### config.mk
export PLATFORM = sky130hd
export DESIGN_NAME = swsub_exec
export DESIGN_NICKNAME = d
export VERILOG_FILES = /design/src/hdl/swsub_pkg.sv /design/src/hdl/swsub_alu.sv /design/src/hdl/swsub_exec.sv
export VERILOG_INCLUDE_DIRS = /design/src /design/src/hdl
export SDC_FILE = /design/constraint.sdc
export NUM_CORES = 1
export LEC_CHECK = 0
export BUFFER_PORTS_ARGS = -buffer_cell sky130_fd_sc_hd__clkbuf_2
export CAP_MARGIN = 40
export CORE_UTILIZATION = 53
export DETAILED_ROUTE_END_ITERATION = 10
export PLACE_DENSITY_LB_ADDON = 0.15
export REMOVE_ABC_BUFFERS = 1
export SKIP_LAST_GASP = 1
export SYNTH_ARGS = -nofsm -noshare
export SYNTH_HDL_FRONTEND = slang
export SYNTH_SLANG_ARGS = --single-unit
export TNS_END_PERCENT = 1
### constraint.sdc
create_clock -name ref_clk -period 2.6 [get_ports ref_clk]
set_clock_uncertainty 0.1 [all_clocks]
set_input_delay 0.13 -clock ref_clk [delete_from_list [all_inputs] [get_ports ref_clk]]
set_output_delay 0.13 -clock ref_clk [all_outputs]
set_load 0.02 [all_outputs]
### src/hdl/swsub_defines.svh
// Function
// - Immediate form: literal minus W into W
// - Positive result (literal above W): carry set, zero clear, negative from result bit 7
// - Zero result: zero and carry set, negative clear
// - Borrow (literal below W): two's-complement result, carry clear, negative from result bit 7
// - Extended set: low access addresses use indexed offset
`ifndef SWSUB_DEFINES_SVH
`define SWSUB_DEFINES_SVH
`define SWSUB_OPC_IMM 8'h08
`define SWSUB_OPC_FILE 6'h17
`define SWSUB_IDX_LIMIT 8'h5F
`define SWSUB_ACCESS_SPLIT 8'h60
`define SWSUB_ACCESS_HI_BANK 4'hF
`define SWSUB_W_RESET 8'h00
`define SWSUB_FLAGS_RESET 5'h00
`define SWSUB_ACCESS_LO_BANK 4'h0
`define SWSUB_DATA_RESET 8'h00
`define SWSUB_ADDR_RESET 12'h000
`define SWSUB_OPC_MSB 15
`define SWSUB_IMM_OPC_LSB 8
`define SWSUB_FILE_OPC_LSB 10
`define SWSUB_DEST_BIT 9
`define SWSUB_ACCESS_BIT 8
`define SWSUB_OPERAND_MSB 7
`define SWSUB_OPERAND_LSB 0
`define SWSUB_FLAG_C 0
`define SWSUB_FLAG_DIGIT 1
`define SWSUB_FLAG_Z 2
`define SWSUB_FLAG_OVERFLOW 3
`define SWSUB_FLAG_N 4
`endif

### src/hdl/swsub_pkg.sv
package swsub_pkg;
  // Four instruction phases
  typedef enum logic [1:0] {
    SWSUB_Q1_DECODE,
    SWSUB_Q2_READ,
    SWSUB_Q3_PROCESS,
    SWSUB_Q4_WRITE
  } swsub_phase_t;
endpackage : swsub_pkg

### src/hdl/swsub_alu.sv
`timescale 1ns/1ps
`include "swsub_defines.svh"
// Subtractor: minuend minus subtrahend with the five status flags
module swsub_alu (
  input wire logic [7:0] minuend,
  input wire logic [7:0] subtrahend,
  output logic [7:0] diff,
  output logic [4:0] flags
);
  logic [8:0] full; // Ninth bit is inverted borrow
  logic [4:0] low_nib; // Nibble subtract for digit carry
  // Two's-complement subtract and flag derivation
  always_comb begin
    full = {1'b0, minuend} + {1'b0, ~subtrahend} + 9'h001;
    low_nib = {1'b0, minuend[3:0]} + {1'b0, ~subtrahend[3:0]} + 5'h01;
    diff = full[7:0];
    flags = 5'h00;
    flags[`SWSUB_FLAG_C] = full[8];
    flags[`SWSUB_FLAG_DIGIT] = low_nib[4];
    flags[`SWSUB_FLAG_Z] = (full[7:0] == 8'h00);
    flags[`SWSUB_FLAG_N] = full[7];
    flags[`SWSUB_FLAG_OVERFLOW] = (minuend[7] != subtrahend[7]) && (full[7] != minuend[7]);
  end
endmodule : swsub_alu

### src/hdl/swsub_exec.sv
`timescale 1ns/1ps
`include "swsub_defines.svh"
// Executes both subtract instructions across four phases
module swsub_exec
  import swsub_pkg::*;
(
  input wire logic ref_clk,
  input wire logic reset_n,
  input wire logic instr_valid, // Sampled in decode phase
  input wire logic [15:0] instr_word, // Single-word instruction
  input wire logic ext_set_en, // Extended instruction set enabled
  input wire logic [3:0] bank_select_register,
  input wire logic [11:0] index_base, // Indexed offset base pointer
  input wire logic [7:0] file_rdata, // File read data, valid in read phase
  output logic [11:0] file_addr, // File address
  output logic file_rd, // Read strobe in read phase
  output logic file_wr, // Write strobe, registered: high in the decode-phase cycle that follows the write phase
  output logic [7:0] file_wdata,
  output logic [7:0] w_out, // Working register
  output logic [4:0] status_out, // Negative, overflow, zero, digit carry, carry
  output logic busy // High outside decode phase
);
  // Phase sequencer state
  swsub_phase_t phase_r; // Current instruction phase
  swsub_phase_t phase_nxt; // Phase for the next cycle
  logic active_r; // An accepted instruction is in flight
  logic active_nxt;
  // Operand capture state
  logic is_imm_r; // Accepted instruction is the immediate form
  logic is_imm_nxt;
  logic dest_r; // Destination bit: 0 working register, 1 file register
  logic dest_nxt;
  logic [11:0] addr_r; // Effective file address
  logic [11:0] addr_nxt;
  logic [7:0] opa_r; // Minuend: literal or file operand
  logic [7:0] opa_nxt;
  // Result state
  logic [7:0] res_r; // Difference held for the write phase
  logic [7:0] res_nxt;
  logic [4:0] rflags_r; // Flags held for the write phase
  logic [4:0] rflags_nxt;
  // Architectural state and file write port
  logic [7:0] w_r; // Working register
  logic [7:0] w_nxt;
  logic [4:0] flags_r; // Status flags
  logic [4:0] flags_nxt;
  logic wr_r; // File write strobe
  logic wr_nxt;
  logic [7:0] wdata_r; // File write data
  logic [7:0] wdata_nxt;
  // Decode and subtractor results
  logic take_imm; // Immediate form accepted this cycle
  logic take_file; // Register form accepted this cycle
  logic [7:0] alu_diff; // Subtractor difference
  logic [4:0] alu_flags; // Subtractor flags

  // True when the word encodes the immediate-form subtract
  function automatic logic swsub_is_imm(input logic [15:0] iw);
    swsub_is_imm = (iw[`SWSUB_OPC_MSB:`SWSUB_IMM_OPC_LSB] == `SWSUB_OPC_IMM);
  endfunction : swsub_is_imm

  // True when the word encodes the register-form subtract
  function automatic logic swsub_is_file(input logic [15:0] iw);
    swsub_is_file = (iw[`SWSUB_OPC_MSB:`SWSUB_FILE_OPC_LSB] == `SWSUB_OPC_FILE);
  endfunction : swsub_is_file

  // Forms the effective file address from f, a and mode
  function automatic logic [11:0] swsub_eff_addr(input logic [7:0] f, input logic a,
                                                 input logic ext, input logic [3:0] bank,
                                                 input logic [11:0] base);
    if (a) begin
      // Banked access through the bank select register
      swsub_eff_addr = {bank, f};
    end else if (ext && (f <= `SWSUB_IDX_LIMIT)) begin
      // Indexed literal offset from the base pointer
      swsub_eff_addr = base + 12'(f);
    end else if (f < `SWSUB_ACCESS_SPLIT) begin
      // Low half of the access bank
      swsub_eff_addr = {`SWSUB_ACCESS_LO_BANK, f};
    end else begin
      // High half of the access bank
      swsub_eff_addr = {`SWSUB_ACCESS_HI_BANK, f};
    end
  endfunction : swsub_eff_addr

  swsub_alu u_alu (
    .minuend(opa_r),
    .subtrahend(w_r),
    .diff(alu_diff),
    .flags(alu_flags)
  );

  // Opcode decode, honoured only while waiting in the decode phase
  always_comb begin
    take_imm = 1'b0;
    take_file = 1'b0;
    if ((phase_r == SWSUB_Q1_DECODE) && instr_valid) begin
      take_imm = swsub_is_imm(instr_word);
      take_file = swsub_is_file(instr_word);
    end
  end

  // Phase sequencer: one instruction occupies four phases
  always_comb begin
    phase_nxt = phase_r;
    active_nxt = active_r;
    unique case (phase_r)
      SWSUB_Q1_DECODE: begin
        // Leave decode only for a recognised subtract
        active_nxt = take_imm || take_file;
        if (take_imm || take_file) begin
          phase_nxt = SWSUB_Q2_READ;
        end
      end
      SWSUB_Q2_READ: begin
        // Operand read
        phase_nxt = SWSUB_Q3_PROCESS;
      end
      SWSUB_Q3_PROCESS: begin
        // Subtract
        phase_nxt = SWSUB_Q4_WRITE;
      end
      SWSUB_Q4_WRITE: begin
        // Write back, then wait for the next word
        phase_nxt = SWSUB_Q1_DECODE;
      end
    endcase
  end

  // Phase sequencer registers
  always_ff @(posedge ref_clk) begin
    if (!reset_n) begin
      phase_r <= SWSUB_Q1_DECODE;
      active_r <= 1'b0;
    end else begin
      phase_r <= phase_nxt;
      active_r <= active_nxt;
    end
  end

  // Operand capture: literal in decode, file byte at the end of read
  always_comb begin
    is_imm_nxt = is_imm_r;
    dest_nxt = dest_r;
    addr_nxt = addr_r;
    opa_nxt = opa_r;
    if (take_imm) begin
      // Literal becomes the minuend
      is_imm_nxt = 1'b1;
      opa_nxt = instr_word[`SWSUB_OPERAND_MSB:`SWSUB_OPERAND_LSB];
    end else if (take_file) begin
      // Latch destination and form the file address
      is_imm_nxt = 1'b0;
      dest_nxt = instr_word[`SWSUB_DEST_BIT];
      addr_nxt = swsub_eff_addr(instr_word[`SWSUB_OPERAND_MSB:`SWSUB_OPERAND_LSB],
                                instr_word[`SWSUB_ACCESS_BIT], ext_set_en,
                                bank_select_register, index_base);
    end else if ((phase_r == SWSUB_Q2_READ) && !is_imm_r) begin
      // File operand becomes the minuend
      opa_nxt = file_rdata;
    end
  end

  // Operand capture registers
  always_ff @(posedge ref_clk) begin
    if (!reset_n) begin
      is_imm_r <= 1'b0;
      dest_r <= 1'b0;
      addr_r <= `SWSUB_ADDR_RESET;
      opa_r <= `SWSUB_DATA_RESET;
    end else begin
      is_imm_r <= is_imm_nxt;
      dest_r <= dest_nxt;
      addr_r <= addr_nxt;
      opa_r <= opa_nxt;
    end
  end

  // Result capture at the end of the process phase
  always_comb begin
    res_nxt = res_r;
    rflags_nxt = rflags_r;
    if (phase_r == SWSUB_Q3_PROCESS) begin
      res_nxt = alu_diff;
      rflags_nxt = alu_flags;
    end
  end

  // Result registers
  always_ff @(posedge ref_clk) begin
    if (!reset_n) begin
      res_r <= `SWSUB_DATA_RESET;
      rflags_r <= `SWSUB_FLAGS_RESET;
    end else begin
      res_r <= res_nxt;
      rflags_r <= rflags_nxt;
    end
  end

  // Write back: working register or file register, flags in every case
  always_comb begin
    w_nxt = w_r;
    flags_nxt = flags_r;
    wdata_nxt = wdata_r;
    wr_nxt = 1'b0; // Strobe lasts one cycle
    if ((phase_r == SWSUB_Q4_WRITE) && active_r) begin
      flags_nxt = rflags_r;
      if (is_imm_r || !dest_r) begin
        // Destination is the working register
        w_nxt = res_r;
      end else begin
        // Destination is the file register
        wr_nxt = 1'b1;
        wdata_nxt = res_r;
      end
    end
  end

  // Write-back registers
  always_ff @(posedge ref_clk) begin
    if (!reset_n) begin
      w_r <= `SWSUB_W_RESET;
      flags_r <= `SWSUB_FLAGS_RESET;
      wr_r <= 1'b0;
      wdata_r <= `SWSUB_DATA_RESET;
    end else begin
      w_r <= w_nxt;
      flags_r <= flags_nxt;
      wr_r <= wr_nxt;
      wdata_r <= wdata_nxt;
    end
  end

  // Outputs
  always_comb begin
    file_addr = addr_r;
    file_rd = (phase_r == SWSUB_Q2_READ) && active_r && !is_imm_r;
    file_wr = wr_r;
    file_wdata = wdata_r;
    w_out = w_r;
    status_out = flags_r;
    busy = (phase_r != SWSUB_Q1_DECODE);
  end
endmodule : swsub_exec

Word-level counts from Yosys, hierarchy flattened
Cells that the tools add are included.

Multiplexer cells: 13. Bitwise operators: 4. Order comparisons: 2. Reductions and logical operators: 21. $add $sub $neg: 5. Equality and inequality tests: 9.

Operators by type and width (number): 12-bit 2-to-1 mux (3); 8-bit 2-to-1 mux (3); 12-bit by 8-bit adder with 12-bit output (1); 2-bit AND reduction (5); 8-bit by 8-bit adder with 9-bit output (1); 9-bit by 1-bit adder with 9-bit output, second input constant (1); 8-bit by 4-bit equality test with 1-bit output, second input constant (1); 8-bit by 7-bit less-or-equal comparator with 1-bit output, second input constant (1); 8-bit logical NOT (1); 8-bit by 7-bit less-than comparator with 1-bit output, second input constant (1); 8-bit NOT (1); 2-bit case mux with 4 select lines (1); 1-bit logical AND (7); 6-bit by 5-bit equality test with 1-bit output, second input constant (1); 2-bit nonzero test (3); 4-bit by 4-bit adder with 5-bit output (1); 5-bit by 1-bit adder with 5-bit output, second input constant (1); 1-bit 2-to-1 mux (5); 2-bit equality test, second input constant (2); 4-bit NOT (1); 2-bit by 1-bit equality test with 1-bit output, second input constant (1); 1-bit logical NOT (2); 2-bit logical NOT (1); 1-bit logical OR (2); 5 further kinds (7).

Word-level logic and storage cells: 66. Bits in registers: 60. Input port bits: 44. Output and inout bits: 36.

Depth between registers and ports, before layout
Depth in word-level cells: 6. Depth in mapped cells: 9. Depth with buffers taken out: 9.

Cells and area by module
From an unflattened synthesis, not the netlist that was laid out.

Cell total of the unflattened synthesis: 406. Area, all modules: 3360.7 um^2.

Modules (own cells, without submodules): swsub_exec (cells each 351, instances 1, area an instance 2947.8 um^2, seq. area each 1201.2 um^2); swsub_alu (cells each 55, instances 1, area an instance 412.9 um^2, seq. area each 0.0 um^2).

Worst setup path after synthesis
OpenSTA, ideal clock, no wires.

Path type: reg-to-reg. Start: register w_r[0], in the netlist w_out[0]. End: register rflags_r[2]. Path buffers: 0. Cell stages (with the launch flop): 9. Slack: 0.496 ns. Data required time: 2.413 ns. Data arrival time: 1.917 ns. Clock period less this slack: 2.104 ns. Library setup time: 0.087 ns. Cell sequence: dfxtp_1 > ha_1 > fa_1 > nand2b_1 > a21oi_1 > xnor2_1 > nor4_1 > nand2_1 > o31ai_1.

Longest elaborated chain between the ends: 4.

RTL lines: from (decl) (RTL line swsub_exec.sv:43) `logic [7:0] w_r;`; from (signal assigned) (RTL line swsub_exec.sv:222) `` w_r <= `SWSUB_W_RESET; ``; from (signal assigned) (RTL line swsub_exec.sv:227) `w_r <= w_nxt;`; 8-bit NOT (RTL line swsub_alu.sv:14) `full = {1'b0, minuend} + {1'b0, ~subtrahend} + 9'h001;`; 8-bit by 8-bit adder with 9-bit output (RTL line swsub_alu.sv:14); 9-bit by 1-bit adder with 9-bit output (RTL line swsub_alu.sv:14); 8-bit logical NOT (RTL line swsub_alu.sv:20) `` flags[`SWSUB_FLAG_Z] = (full[7:0] == 8'h00); ``; to (signal assigned) (RTL line swsub_exec.sv:193) `` rflags_r <= `SWSUB_FLAGS_RESET; ``; to (signal assigned) (RTL line swsub_exec.sv:196) `rflags_r <= rflags_nxt;`; to (decl) (RTL line swsub_exec.sv:40) `logic [4:0] rflags_r;`.

No other way between the ends. A chain may end at the register's enable or synchronous reset.

Worst setup path after layout
Start: input port instr_word[0]. End: register addr_r[8], in the netlist file_addr[8].

Longest elaborated chain between the ends: 4. Elaborated cells on any way between the ends: 7. Classes of those cells: add/sub (1); order compare (2); mux (3); reduce/logical (1).

RTL lines: from (decl) (RTL line swsub_exec.sv:10) `input wire logic [15:0] instr_word,`; 8-bit by 7-bit less-than comparator with 1-bit output (no line) / 8-bit by 7-bit less-or-equal comparator with 1-bit output (equally long branches); 12-bit 2-to-1 mux / 1-bit logical AND (equally long branches) (RTL line swsub_exec.sv:77, swsub_exec.sv:74); 12-bit 2-to-1 mux (*) (RTL line swsub_exec.sv:74) `` end else if (ext && (f <= `SWSUB_IDX_LIMIT)) begin ``; 12-bit 2-to-1 mux (*) (RTL line swsub_exec.sv:71) `if (a) begin`; to (signal assigned) (RTL line swsub_exec.sv:169) `` addr_r <= `SWSUB_ADDR_RESET; ``; to (signal assigned) (RTL line swsub_exec.sv:174) `addr_r <= addr_nxt;`; to (decl) (RTL line swsub_exec.sv:33) `logic [11:0] addr_r;`.

Every way passes the cells marked *; elsewhere a longest branch is shown, timed or not.

==> impl_results.md <==
- Post-DR vias/cell: 5.43
- Final net count: 533
- Synth Area in Simple Gates: 20.7%
- Area fraction of the dominant cell type after synthesis: 37.0%
- Count of yosys warnings during synthesis: 0
- Routed wl met3: 404 um
- Commonest cells in the netlist: sky130_fd_sc_hd__dfxtp_1 (59), sky130_fd_sc_hd__nor2_1 (50), sky130_fd_sc_hd__nand2_1 (38), sky130_fd_sc_hd__a21oi_1 (28), sky130_fd_sc_hd__mux2i_1 (22)
- Sequential cell area fraction in the yosys report: 37.0%
- IO Port Bufs: 79
- Overall via count from detail_route: 2949
- WL/cell: 13.4 um
- DRT iter0 DRCs: 89
- Count of nets left with antenna violations after detail routing: 0
- Crit path DAT: 2.56 ns
- Number of flops mapped to enable cells by yosys: 0
- Most frequent cell after synthesis: sky130_fd_sc_hd__dfxtp_1
- Clock transition time at the flip-flop clock pins of the worst setup and hold paths: 0.06 ns
- Internal power of the cells: 0.00182 W
- Per-instance average area after synthesis: 8.34 sq um
- Buf+Inv Stages, Crit Path: 3
- Number of diodes added for antenna fixing: 0
- Initial antenna violation count: 0
- Result of the run: completed
- Final cycle utilization of the critical path: 93.7%
- Sequence of cells on the critical path: dlygate4sd3_1 > clkbuf_2 > ha_1 > inv_1 > fa_1 > nor2b_4 > o31a_1 > o41a_1 > or3_1 > a31oi_1 > nor2_1
- Std-Cell Rows: 27
- Wl on met1: 3220 um
- Maximum fanout along the worst path: 3
- Initial Util: 56.6%
- Top-Level Pins: 80
- Post-layout utilization of the core: 69.4%
- Die Area: 6340 sq um
- Netlist area before placement: 3200 sq um
- Top metal layer carrying routed signals: met4
- Total leakage power: 1.68 nW
- Power density cells: 678 nW/um^2
- Main synth FF type: sky130_fd_sc_hd__dfxtp_1
- Combinational family with the most area after synthesis: simple AND/OR/NAND/NOR gates
- Share of final-layout standard cells stronger than drive strength 1: 23.8%
- Total wirelength of the detailed-routed design: 7280 um
- Hold crit path type: in -> reg
- Minimum clock period after layout: 2.44 ns
- Slew at the pin closest to its max-slew limit: 0.593 ns
- Req. time, crit path: 2.72 ns
- Placer congestion estimate: 0.863
- Cell types with the largest area share after synthesis: sky130_fd_sc_hd__dfxtp_1 (37%), sky130_fd_sc_hd__ha_1 (8.2%), sky130_fd_sc_hd__mux2i_1 (6.9%)
- Max Cap Violations: 0
- Yosys top cell by area: sky130_fd_sc_hd__dfxtp_1
- H-tree levels: 3
- Max frequency: 411 MHz
- Clock tree from TritonCTS: yes
- Final instance count without filler cells: 543
- Relative contribution of combinational cells to total power: 29.2%
- Crit end category: register
- HPWL reported at the end of detailed placement: 5430 um
- Total number of clock tree sinks: 59
- Cells on worst reg2reg path: 9
- Clock buffer count from CTS: 9
- Xor/xnor cell area share of the yosys netlist: 2.74%
- Cell with the biggest individual delay on the critical path: sky130_fd_sc_hd__dlygate4sd3_1
- Number of buffers on the longest clock path: 2
- Largest net degree at the start of global routing: 31
- Post-route DRC: 0
- Instance count after placement with tap cells included: 523
- Die span in x: 79.7 um
- Clock share of power: 32.9%
- Filler Cells Inserted: 476
- Count of endpoints failing setup in the final report: 0
- VDD IR-drop max: 0.313 mV
- Insertion delay to the later sink of the worst-skew pair: 0.33 ns
- Startpoint class of the critical path: primary input
- Power share of the sequential group: 37.9%
- Global router's overall resource usage: 25.0%
- Synth async-reset ratio: 0%
- Vias in the first global route: 2769
- Total net switching power: 0.000835 W
- Worst reg-to-reg setup slack: 0.35 ns
- Count of cell instances traversed by the critical path: 11
- Area grow syn2layout: 22.6%
- Number of standard cells after synthesis: 383
- Distinct cell type count of the synthesized netlist: 50
- Hold Fails Final Rpt: 0
- DIE HEIGHT: 79.7 um
- Setup repair after global routing missed its margin: false
- First-pass GRT wire length: 12300 um
- Slew Limit Headroom: 60.4%
- Delay of the slowest cell on the worst path: 0.54 ns
- Mux contribution to synthesized area: 6.89%
- Compound-gate portion of the synthesized area: 18.6%
- Overflow left after global routing: 0
- Hold path depth: 3
- Net switching fraction of the power: 31.5%
- Final total negative setup slack: 0 ns
- Pwr Total: 0.00265 W
- Count of TritonRoute iterations in the first routing pass: 5
- Total count of max-transition violations in the final report: 0
- Area share of fa/ha/maj cells after synthesis: 9.48%
- Crit path max-delay family: compound AO/OA/AOI/OAI gates
- Number of flip-flops and latches in the synthesized netlist: 59
- Met2 Wirelength: 3590 um
- Worst hold-check slack: 0.0114 ns
- Floorplan core area: 5640 sq um
- Type of the worst setup path: in -> reg
- Root buffer cell: sky130_fd_sc_hd__clkbuf_8
## worst reg2reg max path, delay by kind of cell, from the launching register on
| family | cells | cell delay, ns |
|---|---|---|
| AOI/OAI and AO/OA | 2 | 0.21 |
| adders and majority gates | 1 | 0.21 |
| buffers and inverters | 2 | 0.42 |
| DFF | 1 | 0.34 |
| and+or+nand+nor | 4 | 0.90 |
## layer usage
layer / up-vias / global-route usage, %
met5: - / 0
met4: 0 / 8.36
met3: 5 / 5.49
met2: 82 / 43.8
met1: 1336 / 29.9
li1: 1526 / -
## cell families (layout without fill, tap and decap cells)
family | count (synthesis) | count (layout)
compound gates | 91 | 91
xor+xnor | 10 | 10
fa+ha+maj | 23 | 23
buf+inv | 38 | 126
flops | 59 | 59
mux | 22 | 22
simple gates | 140 | 140
## power by group through the flow
stage / logic [W] / registers, W / clock network, W
after global placement: 0.000742 / 0.00102 / 0
after floorplan: 0.000588 / 0.00102 / 0
after global routing: 0.000873 / 0.00101 / 0.000927
after detailed placement: 0.000763 / 0.00103 / 0
after CTS: 0.000769 / 0.00101 / 0.000888
final: 0.000774 / 0.00101 / 0.000874
## state kept, by name (all words and copies together) (netlist names)
register	flops
w_out	8
rflags_r	4
active_r	1
file_addr	12
file_wdata	8
status_out	5
dest_r	1
is_imm_r	1
phase_r	2
file_wr	1
opa_r	8
res_r	8
## worst paths after layout
path,from,endpoint
max,instr_word[0],file_addr[8]
min,instr_word[3],file_addr[3]
min reg2reg,status_out[3],status_out[3]
max reg2reg,phase_r[0],file_addr[10]
## through the flow
stage / setup slack [ns] / area, sq um
floorplan: 0.496 / 3130
global placement: 0.470 / 3660
detailed placement: 0.346 / 3660
CTS: 0.147 / 3910
global route: 0.0000373 / 3920
finish: 0.164 / 3920
## area by class of cell
class,instances,area [sq um],area share (%)
multi-input cells,286,1870,47.8
flip-flops and latches,59,1180,30.2
repair buffers,89,480,12.3
clock buffers,12,165,4.22
well taps,72,90.1,2.30
inverters,21,78.8,2.01
clock inverters,4,47.5,1.21
## cell usage in the layout (no fill, tap or decap), types with 3 or more instances in the layout
cell type	synthesis	layout
sky130_fd_sc_hd__o21ai_0	13	13
sky130_fd_sc_hd__o22ai_1	3	3
sky130_fd_sc_hd__nor2_1	50	50
sky130_fd_sc_hd__mux2i_1	22	22
sky130_fd_sc_hd__o21a_1	4	4
sky130_fd_sc_hd__dlygate4sd3_1	0	4
sky130_fd_sc_hd__nand3_1	10	10
sky130_fd_sc_hd__inv_1	20	20
sky130_fd_sc_hd__nor3_1	11	11
sky130_fd_sc_hd__a21oi_1	28	28
sky130_fd_sc_hd__nand2_1	38	38
sky130_fd_sc_hd__dfxtp_1	59	59
sky130_fd_sc_hd__nand4_1	4	4
sky130_fd_sc_hd__xor2_1	5	5
sky130_fd_sc_hd__a211oi_1	17	17
sky130_fd_sc_hd__ha_1	21	21
sky130_fd_sc_hd__buf_4	0	6
sky130_fd_sc_hd__clkbuf_8	0	12
sky130_fd_sc_hd__clkbuf_2	0	79
sky130_fd_sc_hd__xnor2_1	5	5
sky130_fd_sc_hd__a31oi_1	6	6
sky130_fd_sc_hd__nor4_1	3	3
sky130_fd_sc_hd__a21o_1	3	3
sky130_fd_sc_hd__o211ai_1	3	3
sky130_fd_sc_hd__nor2b_1	8	8
## timing repair
item | in CTS | in global routing
hold endpoints to repair | 4 | 0
gates resized for setup | 0 | 2
setup endpoints to repair | 0 | 1
setup buffers | 0 | 0
hold buffers | 4 | 0
Note: power is estimated with default switching activity, not from simulation.
